--- config.mk ---
export PLATFORM = sky130hd
export DESIGN_NAME = acc_ctrl
export DESIGN_NICKNAME = d
export VERILOG_FILES = /design/src/inc/acc_pkg.sv /design/src/inc/acc_tick_if.sv /design/src/hdl/acc_clk_div.sv /design/src/hdl/acc_ctrl.sv /design/src/hdl/acc_edge_sync.sv
export VERILOG_INCLUDE_DIRS = /design/src /design/src/inc
export SDC_FILE = /design/constraint.sdc
export NUM_CORES = 1
export LEC_CHECK = 0
export ABC_CLOCK_PERIOD_IN_PS = 2100
export BUFFER_PORTS_ARGS = -buffer_cell sky130_fd_sc_hd__buf_4
export CORE_MARGIN = 3
export CORE_UTILIZATION = 49
export CTS_BUF_LIST = sky130_fd_sc_hd__clkbuf_8
export CTS_CLUSTER_DIAMETER = 120
export DETAILED_ROUTE_END_ITERATION = 8
export PLACE_DENSITY = 0.77
export SETUP_SLACK_MARGIN = 0.1
export SYNTH_ARGS = -nofsm -noshare
export SYNTH_HDL_FRONTEND = slang
export SYNTH_SLANG_ARGS = --single-unit
--- constraint.sdc ---
create_clock -name clock -period 2.1 [get_ports clock]
set_input_delay 0.42 -clock clock [delete_from_list [all_inputs] [get_ports clock]]
set_output_delay 0.42 -clock clock [all_outputs]
set_load 0.05 [all_outputs]
--- src/inc/acc_consts.svh ---
// counts, widths, reset values and encodings of the conversion controller
`ifndef ACC_CONSTS_SVH
`define ACC_CONSTS_SVH
`define ACC_NCH 8
`define ACC_CH_W 3
`define ACC_RES_W 10
`define ACC_DIV_W 8
`define ACC_TRK_W 4
`define ACC_SU_W 4
`define ACC_FLT_W 2
`define ACC_NTIMER 3
`define ACC_TRG_EXT 3'h3
`define ACC_CHEN_RST 8'h00
`define ACC_CMP_LOW 2'h0
`define ACC_CMP_HIGH 2'h1
`define ACC_CMP_IN 2'h2
`define ACC_CMP_OUT 2'h3
`define ACC_LAST_SLOT 3'h7
`endif

--- src/inc/acc_pkg.sv ---
// shared types of the conversion controller
package acc_pkg;
  typedef enum {ACC_IDLE, ACC_WAKE, ACC_SCAN, ACC_TRACK, ACC_CONV} acc_state_t;
endpackage : acc_pkg

--- src/inc/acc_tick_if.sv ---
// converter clock enable between divider and sequencer
`timescale 1ns/1ps
`default_nettype none
interface acc_tick_if #(parameter int DIV_W = 8);
  logic [DIV_W-1:0] div;
  logic tick;
  modport gen (input div, output tick);
  modport use_side (output div, input tick);
endinterface : acc_tick_if
`default_nettype wire

--- src/hdl/acc_clk_div.sv ---
// converter clock enable divider
`timescale 1ns/1ps
`default_nettype none
`include "acc_consts.svh"
module acc_clk_div #(
  parameter int DIV_W = `ACC_DIV_W
) (
  // clock and reset
  input wire logic clock,
  input wire logic nrst,
  // divider setting and enable out
  acc_tick_if.gen t
);
  logic [DIV_W:0] cnt_ff;
  logic [DIV_W:0] last;

  // period is 2*(div+1) clocks
  assign last = {t.div, 1'b1};
  assign t.tick = (cnt_ff >= last);

  always_ff @(posedge clock or negedge nrst)
  begin
    if (!nrst)
      cnt_ff <= '0;
    else if (cnt_ff >= last)
      cnt_ff <= '0;
    else
      cnt_ff <= cnt_ff + 1'b1;
  end
endmodule : acc_clk_div
`default_nettype wire

--- src/hdl/acc_ctrl.sv ---
// conversion sequencer, result store, flags and compare window
//
// Overview of operation
// - converter clock is peripheral clock over 2 (field 0) to 512 (field 255)
// - each channel is tracked for the programmed number of converter cycles
// - reset gives 10-bit; low-res gives 8-bit in low bits, top bits zero
// - completed result goes to channel register and last-result register
// - with tag set, last result also reports its channel number
// - completion sets channel done and ready flags; ready rise requests dma
// - channel result read clears its done flag; last read clears ready
// - new result before previous read sets that channel's overrun flag
// - new result while ready is set sets the general overrun flag
// - overrun read clears channel overruns; status read clears general overrun
// - start pulse acts as a software trigger
// - hardware trigger picked by source field, gated by trigger enable
// - hardware trigger acts on rising edge after synchronisation delay
// - one trigger converts all enabled slots, then idles
// - dma carries only results of enabled slots
// - sleep mode powers cell, waits startup, converts, powers down
// - user sequence follows slot channel numbers, slot gated by its enable
// - compare low, high or both, on one channel or all
// - compare flag rises after programmed consecutive matches
// - thresholds are full scale and adjusted internally in low-res
`timescale 1ns/1ps
`default_nettype none
`include "acc_consts.svh"
module acc_ctrl #(
  parameter int NCH = `ACC_NCH,
  parameter int CH_W = `ACC_CH_W,
  parameter int RES_W = `ACC_RES_W
) (
  // clock and reset
  input wire logic clock,
  input wire logic nrst,
  // mode settings
  input wire logic [`ACC_DIV_W-1:0] clock_divider_field,
  input wire logic [`ACC_TRK_W-1:0] track_time_field,
  input wire logic [`ACC_SU_W-1:0] startup_field,
  input wire logic low_resolution_bit,
  input wire logic sleep_bit,
  input wire logic tag_bit,
  input wire logic user_sequence_bit,
  input wire logic [NCH*CH_W-1:0] sequence_slot_field,
  // triggers
  input wire logic sw_start,
  input wire logic hw_trigger_enable,
  input wire logic [2:0] trigger_source_field,
  input wire logic [`ACC_NTIMER-1:0] timer_output_a,
  input wire logic external_trigger_pin,
  // channel enable and disable writes
  input wire logic chan_enable_wr,
  input wire logic chan_disable_wr,
  input wire logic [NCH-1:0] chan_wr_mask,
  output logic [NCH-1:0] channel_enable_bit,
  // compare window
  input wire logic [1:0] compare_mode_field,
  input wire logic [CH_W-1:0] compare_channel_field,
  input wire logic compare_all_bit,
  input wire logic [`ACC_FLT_W-1:0] compare_filter_field,
  input wire logic [RES_W-1:0] compare_low,
  input wire logic [RES_W-1:0] compare_high,
  // read strobes that clear flags
  input wire logic rd_channel_result,
  input wire logic [CH_W-1:0] rd_channel_index,
  input wire logic rd_last_result,
  input wire logic rd_overrun,
  input wire logic rd_status,
  // results and flags
  output logic [NCH*RES_W-1:0] channel_result_flat,
  output logic [RES_W-1:0] last_result_field,
  output logic [CH_W-1:0] result_channel_field,
  output logic [NCH-1:0] channel_done_flag,
  output logic result_ready_flag,
  output logic [NCH-1:0] channel_overrun_flag,
  output logic general_overrun_flag,
  output logic compare_event_flag,
  output logic dma_request,
  output logic busy,
  // analog cell
  output logic adc_power,
  output logic [CH_W-1:0] adc_channel,
  output logic adc_start,
  input wire logic adc_done,
  input wire logic [RES_W-1:0] adc_data
);

  ////////////////////////////////////////////////////////////////////////////
  // converter clock and trigger inputs

  acc_tick_if #(.DIV_W(`ACC_DIV_W)) t_if ();

  assign t_if.div = clock_divider_field;

  acc_clk_div #(.DIV_W(`ACC_DIV_W)) u_div (
    .clock(clock),
    .nrst(nrst),
    .t(t_if.gen)
  );

  logic tick;
  assign tick = t_if.tick;

  logic [`ACC_NTIMER:0] trg_pin;
  logic [`ACC_NTIMER:0] trg_rise;
  assign trg_pin = {external_trigger_pin, timer_output_a};

  genvar gi;
  generate
    for (gi = 0; gi <= `ACC_NTIMER; gi++)
    begin : g_sync
      acc_edge_sync u_sync (
        .clock(clock),
        .nrst(nrst),
        .pin_in(trg_pin[gi]),
        .rise(trg_rise[gi])
      );
    end
  endgenerate

  logic hw_sel;
  logic hw_go;
  logic go;

  assign hw_sel = (trigger_source_field < `ACC_TRG_EXT) ? trg_rise[trigger_source_field[1:0]]
                                                        : trg_rise[`ACC_NTIMER];
  assign hw_go = hw_trigger_enable & hw_sel;
  assign go = sw_start | hw_go;

  ////////////////////////////////////////////////////////////////////////////
  // channel enables

  logic [NCH-1:0] chen_ff;

  always_ff @(posedge clock or negedge nrst)
  begin
    if (!nrst)
      chen_ff <= `ACC_CHEN_RST;
    else
      chen_ff <= (chen_ff | (chan_enable_wr ? chan_wr_mask : '0)) & ~(chan_disable_wr ? chan_wr_mask : '0);
  end

  assign channel_enable_bit = chen_ff;

  ////////////////////////////////////////////////////////////////////////////
  // sequencer

  acc_pkg::acc_state_t state_ff;
  acc_pkg::acc_state_t nxt_state;
  logic [CH_W-1:0] slot_ff;
  logic [`ACC_TRK_W-1:0] cnt_ff;
  logic [CH_W-1:0] ch_ff;
  logic start_ff;
  logic power_ff;
  logic [CH_W-1:0] slot_ch;
  logic wr_ev;

  // slot gives the channel in user order
  assign slot_ch = user_sequence_bit ? sequence_slot_field[slot_ff*CH_W +: CH_W] : slot_ff;
  assign wr_ev = (state_ff == acc_pkg::ACC_CONV) && adc_done;

  always_comb
  begin
    nxt_state = state_ff;
    case (state_ff)
      acc_pkg::ACC_IDLE:
        // power-up wait only in sleep mode
        if (go)
          nxt_state = sleep_bit ? acc_pkg::ACC_WAKE : acc_pkg::ACC_SCAN;
      acc_pkg::ACC_WAKE:
        if (tick && cnt_ff == startup_field)
          nxt_state = acc_pkg::ACC_SCAN;
      acc_pkg::ACC_SCAN:
        // skip disabled slots, idle after the last
        if (chen_ff[slot_ff])
          nxt_state = acc_pkg::ACC_TRACK;
        else if (slot_ff == `ACC_LAST_SLOT)
          nxt_state = acc_pkg::ACC_IDLE;
      acc_pkg::ACC_TRACK:
        if (tick && cnt_ff == track_time_field)
          nxt_state = acc_pkg::ACC_CONV;
      acc_pkg::ACC_CONV:
        if (adc_done)
          nxt_state = (slot_ff == `ACC_LAST_SLOT) ? acc_pkg::ACC_IDLE : acc_pkg::ACC_SCAN;
      default:
        nxt_state = acc_pkg::ACC_IDLE;
    endcase
  end

  // triggers inside a sequence are ignored
  always_ff @(posedge clock or negedge nrst)
  begin
    if (!nrst)
      state_ff <= acc_pkg::ACC_IDLE;
    else
      state_ff <= nxt_state;
  end

  always_ff @(posedge clock or negedge nrst)
  begin
    if (!nrst)
      slot_ff <= '0;
    else if (state_ff == acc_pkg::ACC_IDLE)
      slot_ff <= '0;
    else if ((state_ff == acc_pkg::ACC_SCAN && !chen_ff[slot_ff]) || wr_ev)
      slot_ff <= slot_ff + 1'b1;
  end

  // shared counter for startup and tracking, in converter cycles
  always_ff @(posedge clock or negedge nrst)
  begin
    if (!nrst)
      cnt_ff <= '0;
    else if (nxt_state != state_ff)
      cnt_ff <= '0;
    else if (tick && (state_ff == acc_pkg::ACC_WAKE || state_ff == acc_pkg::ACC_TRACK))
      cnt_ff <= cnt_ff + 1'b1;
  end

  always_ff @(posedge clock or negedge nrst)
  begin
    if (!nrst)
      ch_ff <= '0;
    else if (state_ff == acc_pkg::ACC_SCAN && chen_ff[slot_ff])
      ch_ff <= slot_ch;
  end

  always_ff @(posedge clock or negedge nrst)
  begin
    if (!nrst)
      start_ff <= 1'b0;
    else
      start_ff <= (state_ff == acc_pkg::ACC_TRACK) && (nxt_state == acc_pkg::ACC_CONV);
  end

  // cell is off between sequences in sleep mode
  always_ff @(posedge clock or negedge nrst)
  begin
    if (!nrst)
      power_ff <= 1'b0;
    else
      power_ff <= !sleep_bit || (nxt_state != acc_pkg::ACC_IDLE);
  end

  assign adc_channel = ch_ff;
  assign adc_start = start_ff;
  assign adc_power = power_ff;
  assign busy = (state_ff != acc_pkg::ACC_IDLE);

  ////////////////////////////////////////////////////////////////////////////
  // results

  logic [RES_W-1:0] res_new;
  logic [RES_W-1:0] res_ff [NCH];
  logic [RES_W-1:0] last_ff;
  logic [CH_W-1:0] lch_ff;

  // low-res keeps the top 8 bits, moved down
  assign res_new = low_resolution_bit ? {2'h0, adc_data[RES_W-1:2]} : adc_data;

  always_ff @(posedge clock or negedge nrst)
  begin
    if (!nrst)
    begin
      for (int i = 0; i < NCH; i++)
        res_ff[i] <= '0;
      last_ff <= '0;
      lch_ff <= '0;
    end
    else if (wr_ev)
    begin
      res_ff[ch_ff] <= res_new;
      last_ff <= res_new;
      lch_ff <= ch_ff;
    end
  end

  generate
    for (gi = 0; gi < NCH; gi++)
    begin : g_res
      assign channel_result_flat[gi*RES_W +: RES_W] = res_ff[gi];
    end
  endgenerate

  assign last_result_field = last_ff;
  assign result_channel_field = tag_bit ? lch_ff : '0;

  ////////////////////////////////////////////////////////////////////////////
  // flags; a new event wins over a clearing read in the same cycle

  logic [NCH-1:0] wr_mask;
  logic [NCH-1:0] rd_mask;
  logic [NCH-1:0] done_ff;
  logic [NCH-1:0] ovr_ff;
  logic ready_ff;
  logic general_overrun_flag_ff;
  logic dma_ff;

  assign wr_mask = wr_ev ? NCH'(1) << ch_ff : '0;
  assign rd_mask = rd_channel_result ? NCH'(1) << rd_channel_index : '0;

  always_ff @(posedge clock or negedge nrst)
  begin
    if (!nrst)
    begin
      done_ff <= '0;
      ready_ff <= 1'b0;
    end
    else
    begin
      done_ff <= (done_ff & ~rd_mask) | wr_mask;
      ready_ff <= (ready_ff & ~rd_last_result) | wr_ev;
    end
  end

  always_ff @(posedge clock or negedge nrst)
  begin
    if (!nrst)
    begin
      ovr_ff <= '0;
      general_overrun_flag_ff <= 1'b0;
    end
    else
    begin
      // cleared by overrun reads only
      ovr_ff <= (rd_overrun ? '0 : ovr_ff) | (wr_mask & done_ff & ~rd_mask);
      // result lands while ready is still set
      general_overrun_flag_ff <= (general_overrun_flag_ff & ~rd_status) | (wr_ev & ready_ff & ~rd_last_result);
    end
  end

  // dma request on each ready rise
  // only enabled slots are ever converted, so only their results are moved
  always_ff @(posedge clock or negedge nrst)
  begin
    if (!nrst)
      dma_ff <= 1'b0;
    else
      dma_ff <= wr_ev & (~ready_ff | rd_last_result);
  end

  assign channel_done_flag = done_ff;
  assign result_ready_flag = ready_ff;
  assign channel_overrun_flag = ovr_ff;
  assign general_overrun_flag = general_overrun_flag_ff;
  assign dma_request = dma_ff;

  ////////////////////////////////////////////////////////////////////////////
  // compare window

  logic [RES_W-1:0] c_lo;
  logic [RES_W-1:0] c_hi;
  logic below;
  logic above;
  logic match;
  logic cmp_on;
  logic hit;
  logic [`ACC_FLT_W-1:0] flt_ff;
  logic cmp_ff;

  // scale thresholds to the stored result width
  assign c_lo = low_resolution_bit ? {2'h0, compare_low[RES_W-1:2]} : compare_low;
  assign c_hi = low_resolution_bit ? {2'h0, compare_high[RES_W-1:2]} : compare_high;
  assign below = res_new < c_lo;
  assign above = res_new > c_hi;

  always_comb
  begin
    case (compare_mode_field)
      `ACC_CMP_LOW: match = below;
      `ACC_CMP_HIGH: match = above;
      `ACC_CMP_IN: match = !below && !above;
      `ACC_CMP_OUT: match = below || above;
      default: match = 1'b0;
    endcase
  end

  assign cmp_on = wr_ev && (compare_all_bit || ch_ff == compare_channel_field);
  assign hit = cmp_on && match && (flt_ff == compare_filter_field);

  // count consecutive matches; a miss restarts the count
  always_ff @(posedge clock or negedge nrst)
  begin
    if (!nrst)
      flt_ff <= '0;
    else if (cmp_on)
      flt_ff <= (!match || hit) ? '0 : flt_ff + 1'b1;
  end

  always_ff @(posedge clock or negedge nrst)
  begin
    if (!nrst)
      cmp_ff <= 1'b0;
    else
      cmp_ff <= (cmp_ff & ~rd_status) | hit;
  end

  assign compare_event_flag = cmp_ff;
endmodule : acc_ctrl
`default_nettype wire

--- src/hdl/acc_edge_sync.sv ---
// three-stage synchroniser with rising-edge pulse
`timescale 1ns/1ps
`default_nettype none
module acc_edge_sync (
  // clock and reset
  input wire logic clock,
  input wire logic nrst,
  // pin and edge
  input wire logic pin_in,
  output logic rise
);
  logic s1_ff;
  logic s2_ff;
  logic s3_ff;
  logic lvl_ff;

  always_ff @(posedge clock or negedge nrst)
  begin
    if (!nrst)
    begin
      s1_ff <= 1'b0;
      s2_ff <= 1'b0;
      s3_ff <= 1'b0;
    end
    else
    begin
      s1_ff <= pin_in;
      s2_ff <= s1_ff;
      s3_ff <= s2_ff;
    end
  end

  // level only changes when the last two stages agree
  always_ff @(posedge clock or negedge nrst)
  begin
    if (!nrst)
      lvl_ff <= 1'b0;
    else if (s2_ff == s3_ff)
      lvl_ff <= s3_ff;
  end

  assign rise = s2_ff & s3_ff & ~lvl_ff;
endmodule : acc_edge_sync
`default_nettype wire

==> impl_metrics.ini, run 1 <==
[critical_path]
critical_path_arrival_ns = 3.00
reg2regPathDepth = 13
type_of_element_capturing_the_critical_path = flip-flop
critPathKind = reg2reg
critical_path_required_ns = 2.46
crit_path_start_kind = flip-flop
critPathMaxFanout = 6
ff2ff_setup_slack_ns = -0.54

[placed_design]
portBuffers = 237
placedCellCount = 1303
place.detailed.hpwl_um = 17000
placed_area_mm2 = 0.0113
gp_congestion = 0.857

[sta]
slew_violations = 0
slew_headroom = 0.523
period_minus_slack_ns = 2.64
fmax_mhz = 379
worst_hold_slack_ns = 0.0475
layout_setup_ws_ns = -0.541
rsz0062_at_grt = yes
setup_viol = 124
worstMarginPinSlew_ns = 0.712
timing.setup.tns_ns = -42.36
finalHoldViolations = 0
worst_clock_skew_ns = 0.0261
fin_crit_sh = 1.26

[clocking]
worst_setup_hold_path_clk_slew_ns = 0.11
clockRootBuffer = clkbuf_8
number_of_h_tree_branching_levels = 4
numClockSinks = 192
cts_buffer_depth = 2
clock_tree_from_tritoncts = built
clk_latency_ns = 0.49
cts_buffers = 17

[global_route]
grt_overflow_total = 0
grt_util_all_layers = 0.266
via_count_of_the_first_global_routing_pass = 7479
grt_first_pass_wirelength_um = 38100
maximum_number_of_pins_on_one_net_before_global_route_repair = 54
grt_antenna_before_repair = 0

[run]
max_cap_violations = 0

[final_layout]
antennaDiodeCount = 0
multiInputGateArea_mm2 = 0.00446
final_design_area_no_fill_mm2 = 0.0134
n_fill_cell = 849
layoutNonFillerInstCount = 1388
area_growth_syn_to_layout_pct = 61.8
finish.net_count = 1305
post_route_cells_drive_above_1_share = 0.547
sequential_cell_area_mm2 = 0.00481

[route]
detailedRoute.firstPassIterationCount = 5
first_iter_violations = 489
viasPerCell = 5.73
ant_nets = 0
route.vias.total = 7950
final_routed_wirelength_across_all_metal_layers_um = 31000
routed_wl_per_cell_um = 22.3
detail_route.drc_violations = 0

[yosys]
area_share_of_the_leading_cell_type_in_the_synthesized_netlist = 0.579
number_of_enable_flip_flop_cells_after_synthesis = 0
post-synth-top-area-cell = dfrtp_1
netlist_instances = 765
synth.most_common_cell = dfrtp_1
yosys_warnings = 0
synth_common_cells = dfrtp_1 (192), nand2_1 (112), o21ai_0 (77), inv_1 (42), nor2_1 (38)
synth.ff_latch_count = 192
synth.lib_cells_used.distinct = 56
synth_flop_cell = dfrtp_1
synth-async-reset-ratio = 1.00
yosys-top-cells-area = dfrtp_1 (58%), ha_1 (5.3%), nand2_1 (5.1%)
ys_seq_area_frac = 0.579
syn_avg_cell_area_um2 = 10.8
post_synth_instance_area_mm2 = 0.00830

[floorplan]
die_width_um = 136
die_area_mm2 = 0.0185
core.rowCount = 46
i_o_pins = 238
die-height_um = 136
initial_cell_density_of_the_core = 0.511
core_area_mm2 = 0.0162

[worst_hold_path]
hold_path_class = in2reg
hold_path_depth = 1

[pwr]
power_per_cell_area_mw_per_mm2 = 574
ir_worst_vdd_mv = 0.380
static-leakage-power_nw = 6.55

[outcome]
status = finished, violations left
violated_checks = negative setup slack
[placed cells by master (no fill, tap or decap), drive strengths merged, types with 2 or more instances in the layout]
cell and n:
conb 29, nand2b 10, o21ai 90, mux2 8, a31oi 9, nor2 38, clkinv 4, a21o 4
nand3 14, a211o 3, o211ai 2, nor3 7, ha 35, clkinvlp 2, a21oi 36, o31ai 2
or4 2, or3 4, xnor2 11, nor4b 2, clkbuf 26, inv 51, mux2i 27, nand4b 2
nor4 12, nand3b 3, o32ai 2, o22ai 11, and2 6, xor2 15, mux4 8, nand4 9
or2 2, dfrtp 192, nand2 112, buf 367
[through the flow]
stage,setup WS [ns],total power [W],util
6_report,-0.541,0.00771,0.828
5_1_grt,-0.627,0.00800,0.828
4_1_cts,-0.287,0.00755,0.755
3_5_place_dp,-0.826,0.00521,0.694
3_3_place_gp,-0.750,0.00517,0.694
2_1_floorplan,-0.645,0.00457,-
[routing by layer]
| layer | up-vias | wire length (um) | track usage |
|---|---|---|---|
| met1 | 3931 | 11400 | 0.342 |
| met5 | - | 0 | 0 |
| met4 | 0 | 1750 | 0.0991 |
| met2 | 438 | 15700 | 0.449 |
| li1 | 3443 | - | - |
| met3 | 138 | 2130 | 0.0507 |
[final timing paths]
kind / to / from
setup / recovery: channel_result_flat[76] / state_ff[25]
hold / removal: g_sync[0].u_sync.s1_ff / timer_output_a[0]
setup reg to reg: channel_result_flat[76] / state_ff[25]
hold reg to reg: g_sync[2].u_sync.s2_ff / g_sync[2].u_sync.s1_ff
max in group asynchronous: channel_result_flat[39] / nrst
min in group asynchronous: cnt_ff[1] / nrst
[critical path: stages, from the launching register on]
cell     delay (ns)
dfrtp_1        0.45
nor4_4         0.44
nand4_1        0.22
buf_4          0.19
nor3_4         0.19
buf_6          0.13
buf_6          0.10
buf_6          0.09
buf_6          0.09
nand4_1        0.11
buf_6          0.18
buf_6          0.14
nand2_1        0.08
o21ai_0        0.10
[report_power, final]
| part | internal [W] | switching [W] |
|---|---|---|
| Clock | 0.000881 | 0.00152 |
| Combinational | 0.000654 | 0.000736 |
| Sequential | 0.00383 | 0.0000922 |
| Total | 0.00537 | 0.00235 |
[state kept, by name, summed over array words and instances, names as in the netlist, 8 cells and up]
register / flops
channel_done_flag: 8
channel_enable_bit: 8
channel_overrun_flag: 8
channel_result_flat: 80
last_result_field: 10
state_ff: 32
u_div.cnt_ff: 9
[what timing repair did]
item | in CTS | in global routing
endpoints found under the hold margin | 50 | 0
gates cloned | 10 | 16
pin swaps | 54 | 61
buffers inserted | 14 | 15
setup endpoints to repair | 64 | 128
gates resized for setup | 117 | 249
hold buffers | 1 | 0
[cell type report]
cell class	instances	area share
clock buffers	17	0.0174
clock inverters	15	0.0106
repair buffers	377	0.249
inverters	42	0.0123
multi-input cells	529	0.332
well taps	216	0.0201
flip-flops and latches	192	0.358
[cells by family (layout without fill, tap and decap cells)]
logic type               count (synthesis)  count (layout)  synth area share
multiplexers                            43              43            0.0666
flip-flops                             192             192             0.579
AND/OR/NAND/NOR                        224             227             0.124
XOR/XNOR                                26              26            0.0274
buffers and inverters                   75             451            0.0350
other                                    1              29          0.000452
AO/OA/AOI/OAI                          169             169             0.114
adder cells (fa/ha/maj)                 35              35            0.0528
Power figures use the tool's default switching activity.
==> inputs of run 2 (changes only) <==
--- a/config.mk
+++ b/config.mk
@@ -8,12 +8,14 @@
 export LEC_CHECK = 0
 export ABC_CLOCK_PERIOD_IN_PS = 2100
 export BUFFER_PORTS_ARGS = -buffer_cell sky130_fd_sc_hd__buf_4
+export CELL_PAD_IN_SITES_DETAIL_PLACEMENT = 0
+export CELL_PAD_IN_SITES_GLOBAL_PLACEMENT = 1
 export CORE_MARGIN = 3
-export CORE_UTILIZATION = 49
+export CORE_UTILIZATION = 37
 export CTS_BUF_LIST = sky130_fd_sc_hd__clkbuf_8
 export CTS_CLUSTER_DIAMETER = 120
 export DETAILED_ROUTE_END_ITERATION = 8
-export PLACE_DENSITY = 0.77
+export PLACE_DENSITY = 0.76
 export SETUP_SLACK_MARGIN = 0.1
 export SYNTH_ARGS = -nofsm -noshare
 export SYNTH_HDL_FRONTEND = slang
==> run 2 against run 1 <==
Net effect:
- global-route usage down 6.7 points
- count of clock-buffer cells in the layout unchanged
- design area up 0.72%
- utilization down 21 points
- the flow still finishes with violations (negative setup slack)
- setup slack better by 0.30 ns
- sequential power about the same
- critical path type unchanged
- worst hold slack better by 0.011 ns
- highest routed layer unchanged
- critical path depth down 5
==> impl_metrics.ini, run 2 (same netlist as run 1, synthesis figures left out) <==
[critical_path]
critical_path_required_ns = 2.43
critical_path.endpoint = adc_power
reg2regPathDepth = 8
critPathMaxFanout = 3
crit_path_max_incr_delay_ns = 0.42
slowest_stage = dfrtp_1
critical_path.cell_chain = ha_4 > nand3_2 > o211ai_1 > o21a_2 > and4_4 > o32ai_4 > a311o_1 > or4_1
r2r-end = adc_power
worstReg2RegStart = u_div.cnt_ff[8]
critPathKind = reg2reg
critical_path_arrival_ns = 2.67
type_of_element_capturing_the_critical_path = flip-flop
crit_path_start_kind = flip-flop
critPathLaunch = u_div.cnt_ff[8]
ff2ff_setup_slack_ns = -0.24

[sta]
worstMarginPinSlew_ns = 0.637
fmax_mhz = 427
layout_setup_ws_ns = -0.244
setup_viol = 58
slew_headroom = 0.575
rsz0062_at_grt = yes
period_minus_slack_ns = 2.34
slew_violations = 0
finalHoldViolations = 0
fin_crit_sh = 1.12
worst_clock_skew_ns = 0.0190

[route]
final_routed_wirelength_across_all_metal_layers_um = 26100
route.vias.total = 7288
routed_wl_per_cell_um = 17.9
ant_nets = 0
first_iter_violations = 262
detailedRoute.firstPassIterationCount = 4
detail_route.drc_violations = 0
viasPerCell = 5.02

[final_layout]
post_route_cells_drive_above_1_share = 0.546
antennaDiodeCount = 0
final_design_area_no_fill_mm2 = 0.0135
area_growth_syn_to_layout_pct = 63.0
n_fill_cell = 1783
most_frequent_standard_cell_in_the_layout_excluding_fill_and_tap_cells = buf_4
layoutNonFillerInstCount = 1453
flip_flop_count_of_the_largest_register_after_layout = 80
finish.net_count = 1306
layout.cells.most_common_list = buf_4 (326), dfrtp_1 (186), nand2_2 (54)

[global_route]
grt_antenna_before_repair = 0
grt_util_all_layers = 0.199
via_count_of_the_first_global_routing_pass = 7023
grt_first_pass_wirelength_um = 37700
maximum_number_of_pins_on_one_net_before_global_route_repair = 72
grt_overflow_total = 0

[clocking]
number_of_h_tree_branching_levels = 4
clock_tree_from_tritoncts = built
clockRootBuffer = clkbuf_8
worst_setup_hold_path_clk_slew_ns = 0.10
cts_buffers = 17
cts_buffer_depth = 2
clk_latency_ns = 0.47
numClockSinks = 192

[floorplan]
die_width_um = 156
die-height_um = 156
i_o_pins = 238
core_area_mm2 = 0.0220
die_area_mm2 = 0.0243
initial_cell_density_of_the_core = 0.378
core.rowCount = 54

[placed_design]
place.detailed.hpwl_um = 17500
portBuffers = 237
placed_area_mm2 = 0.0114
gp_congestion = 0.855
placedCellCount = 1371

[run]
max_cap_violations = 0

[outcome]
violated_checks = negative setup slack
status = finished, violations left

[pwr]
static-leakage-power_nw = 6.57
ir_worst_vdd_mv = 0.358
power_per_cell_area_mw_per_mm2 = 562

[worst_hold_path]
hold_path_class = in2reg
-- run 2: cell count changes in the layout (fill, tap and decap cells not counted), sizes merged --
cell and delta:
buf -5, clkbuf +6, clkinv -1, clkinvlp +2
inv -1
-- run 2: where the power goes --
part | leakage (nW) | internal [W] | switching [W]
sequential | 2.54 | 0.00383 | 0.0000814
clock | 0.181 | 0.000877 | 0.00144
combinational | 3.84 | 0.000683 | 0.000690
total | 6.57 | 0.00539 | 0.00221
-- run 2: worst min path at each step --
stage | startpoint | endpoint | slack [ns] | cells past startpoint
3_3_place_gp | g_sync[3].u_sync.s1_ff | g_sync[3].u_sync.s2_ff | 0.33 | 0
3_5_place_dp | g_sync[3].u_sync.s1_ff | g_sync[3].u_sync.s2_ff | 0.34 | 0
6_report | timer_output_a[0] | g_sync[0].u_sync.s1_ff | 0.06 | 1
5_1_grt | timer_output_a[2] | g_sync[2].u_sync.s1_ff | 0.03 | 1
2_1_floorplan | nrst | adc_channel[0] | 0.12 | 0
4_1_cts | timer_output_a[0] | g_sync[0].u_sync.s1_ff | 0.03 | 1
-- run 2: layer usage --
| layer | routed length [um] | share of wire | global-route usage | vias to the layer above |
|---|---|---|---|---|
| met2 | 12800 | 0.49 | 0.327 | 181 |
| met3 | 1150 | 0.044 | 0.0388 | 39 |
| met4 | 729 | 0.028 | 0.0635 | 0 |
| li1 | - | - | - | 3441 |
| met1 | 11400 | 0.44 | 0.266 | 3627 |
| met5 | 0 | 0 | 0 | - |
-- run 2: critical path: cells and delay by family (launching register included) --
family	cells	cell delay, ns
and+or+nand+nor	3	0.75
adders and majority gates	1	0.29
DFF	1	0.42
AOI/OAI and AO/OA	4	0.75
-- run 2: layout make-up --
type	count	area [um2]	share of cell area
sequential	192	4810	0.356
multi-input combinational	529	4430	0.327
timing repair buffer	378	3390	0.251
tap	280	350	0.0259
clock buffer	17	234	0.0173
inverter	42	165	0.0122
clock inverter	15	145	0.0107
-- run 2: repair_timing --
item	4_1_cts	5_1_grt
cloned	5	22
buffers inserted	8	14
gates resized for setup	88	267
setup endpoints to repair	77	121
pin swaps	19	99
hold buffers	1	0
hold endpoints to repair	66	0
-- run 2: per-stage QoR --
| step | hold slack, ns | power [W] | setup WS, ns | TNS [ns] | utilization |
|---|---|---|---|---|---|
| CTS | 0.0267 | 0.00760 | -0.257 | -1.04 | 0.555 |
| finish | 0.0581 | 0.00760 | -0.244 | -3.19 | 0.616 |
| global route | 0.0265 | 0.00798 | -0.377 | -14.38 | 0.616 |
| detailed placement | 0.337 | 0.00522 | -0.883 | -3.53 | 0.518 |
| floorplan | 0.124 | 0.00457 | -0.645 | -1.98 | - |
| global placement | 0.333 | 0.00520 | -0.779 | -3.33 | 0.518 |
==> inputs of run 3 (changes only) <==
--- a/config.mk
+++ b/config.mk
@@ -6,16 +6,16 @@
 export SDC_FILE = /design/constraint.sdc
 export NUM_CORES = 1
 export LEC_CHECK = 0
-export ABC_CLOCK_PERIOD_IN_PS = 2100
+export ABC_CLOCK_PERIOD_IN_PS = 2850
 export BUFFER_PORTS_ARGS = -buffer_cell sky130_fd_sc_hd__buf_4
-export CELL_PAD_IN_SITES_DETAIL_PLACEMENT = 0
-export CELL_PAD_IN_SITES_GLOBAL_PLACEMENT = 1
+export CELL_PAD_IN_SITES_DETAIL_PLACEMENT = 1
+export CELL_PAD_IN_SITES_GLOBAL_PLACEMENT = 2
 export CORE_MARGIN = 3
-export CORE_UTILIZATION = 37
+export CORE_UTILIZATION = 36
 export CTS_BUF_LIST = sky130_fd_sc_hd__clkbuf_8
 export CTS_CLUSTER_DIAMETER = 120
 export DETAILED_ROUTE_END_ITERATION = 8
-export PLACE_DENSITY = 0.76
+export PLACE_DENSITY = 0.85
 export SETUP_SLACK_MARGIN = 0.1
 export SYNTH_ARGS = -nofsm -noshare
 export SYNTH_HDL_FRONTEND = slang
==> constraint.sdc (replaced) <==
create_clock -name clock -period 2.85 [get_ports clock]
set_input_delay 0.57 -clock clock [delete_from_list [all_inputs] [get_ports clock]]
set_output_delay 0.57 -clock clock [all_outputs]
set_load 0.05 [all_outputs]
==> run 3 against run 2 <==
Net effect:
- the flow now finishes without violations
- clock power is 26% lower
- design area is 17% lower
- clock skew hardly changed
- flip-flop and latch count stayed put
- non-clock buffer count is 100 lower
- critical path type is now in2reg
- largest power group unchanged
==> impl_metrics.ini, run 3 (same netlist as run 1, synthesis figures left out) <==
[global_route]
grt_antenna_before_repair = 0
grt_overflow_total = 0
maximum_number_of_pins_on_one_net_before_global_route_repair = 81
grt_util_all_layers = 0.197
grt_first_pass_wirelength_um = 37900
via_count_of_the_first_global_routing_pass = 7152

[floorplan]
die-height_um = 158
initial_cell_density_of_the_core = 0.373
i_o_pins = 238
die_width_um = 158
die_area_mm2 = 0.0249
core_area_mm2 = 0.0222
core.rowCount = 54

[route]
final_routed_wirelength_across_all_metal_layers_um = 24000
first_iter_violations = 210
ant_nets = 0
detail_route.drc_violations = 0
viasPerCell = 4.94
detailedRoute.firstPassIterationCount = 6
route.vias.total = 6674
routed_wl_per_cell_um = 17.8

[final_layout]
area_growth_syn_to_layout_pct = 35.1
antennaDiodeCount = 0
finish.net_count = 1203
n_fill_cell = 2514
post_route_cells_drive_above_1_share = 0.321
layout.cells.most_common_list = buf_4 (275), dfrtp_1 (192), nand2_1 (112)
most_frequent_standard_cell_in_the_layout_excluding_fill_and_tap_cells = buf_4
flip_flop_count_of_the_largest_register_after_layout = 80

[critical_path]
r2r-end = adc_power
critical_path.cell_chain = buf_4 > buf_4 > buf_4 > mux2i_1 > ha_1 > a21o_1 > a211o_1 > o21ai_0 > o32ai_1 > nor4b_2 > nor2_1
type_of_element_capturing_the_critical_path = flip-flop
critical_path_arrival_ns = 2.97
critical_path_required_ns = 3.21
crit_path_start_kind = input pin
reg2regPathDepth = 8
path_common_cell = buf_4
crit_path_max_incr_delay_ns = 0.31
ff2ff_setup_slack_ns = 0.32
worstReg2RegStart = u_div.cnt_ff[8]
slowest_stage = nor4b_2
timing.critical_path.buf_inv = 3
critPathMaxFanout = 11
critical_path.top_delay_family = compound AO/OA/AOI/OAI gates
critPathKind = in2reg

[sta]
slew_violations = 0
fmax_mhz = 383
period_minus_slack_ns = 2.61
setup_viol = 0
slew_headroom = 0.543
finalHoldViolations = 0
layout_setup_ws_ns = 0.236
timing.setup.tns_ns = 0
worst_clock_skew_ns = 0.0186
fin_crit_sh = 0.917
worstMarginPinSlew_ns = 0.680
rsz0062_at_grt = yes

[clocking]
cts_buffers = 17
worst_setup_hold_path_clk_slew_ns = 0.11
numClockSinks = 192
cts_buffer_depth = 2
clock_tree_from_tritoncts = built
clockRootBuffer = clkbuf_8
cts-hold-fix-buffers = 0
clk_latency_ns = 0.47
number_of_h_tree_branching_levels = 4

[placed_design]
place.detailed.hpwl_um = 18500
gp_congestion = 0.839
portBuffers = 237
dp_slack_ns = -0.268

[run]
max_cap_violations = 0

[pwr]
power_per_cell_area_mw_per_mm2 = 481
ir_worst_vdd_mv = 0.239
static-leakage-power_nw = 5.66

[outcome]
status = completed

[worst_hold_path]
hold_path_class = in2async
## run 3: power breakdown
group          switching [W]  internal (W)  leakage (nW)
clock network        0.00107      0.000648         0.192
registers          0.0000891       0.00282          2.55
logic               0.000407      0.000355          2.92
total                0.00157       0.00382          5.66
## run 3: area by class of cell
type / count / area (um2) / area share
clock inverters: 15 / 140 / 0.0125
repair buffers: 278 / 2120 / 0.189
multi-input cells: 526 / 3410 / 0.304
flip-flops and latches: 192 / 4800 / 0.429
well taps: 280 / 350 / 0.0312
inverters: 42 / 158 / 0.0141
clock buffers: 17 / 234 / 0.0209
## run 3: worst max path at each step
stage / slack, ns / end / depth (start not counted) / startpoint
floorplan: -0.05 / flt_ff[0] / 12 / low_resolution_bit
global placement: -0.18 / flt_ff[0] / 12 / low_resolution_bit
detailed placement: -0.27 / flt_ff[0] / 11 / low_resolution_bit
CTS: 0.19 / busy / 6 / state_ff[5]
global route: 0.09 / busy / 6 / state_ff[29]
finish: 0.24 / flt_ff[0] / 11 / low_resolution_bit
## run 3: stage by stage
step	cell area, um2	hold WS (ns)	power (W)	utilization	instances
floorplan	8510	0.274	0.00335	-	793
global placement	10800	0.332	0.00371	0.486	1317
detailed placement	10800	0.336	0.00374	0.486	1317
CTS	11200	0.0170	0.00547	0.504	1350
global route	11200	0.0239	0.00568	0.504	1350
finish	11200	0.0331	0.00539	0.504	1350
## run 3: layer usage
layer	routed length, um	GRT usage
met5	0	0
met4	598	0.0653
met3	1270	0.0426
met2	11500	0.326
met1	10600	0.257
## run 3: what timing repair did
action	CTS	global route
pin swaps	1	0
resized for setup	2	2
endpoints found under the setup margin	1	3
buffers inserted	1	0
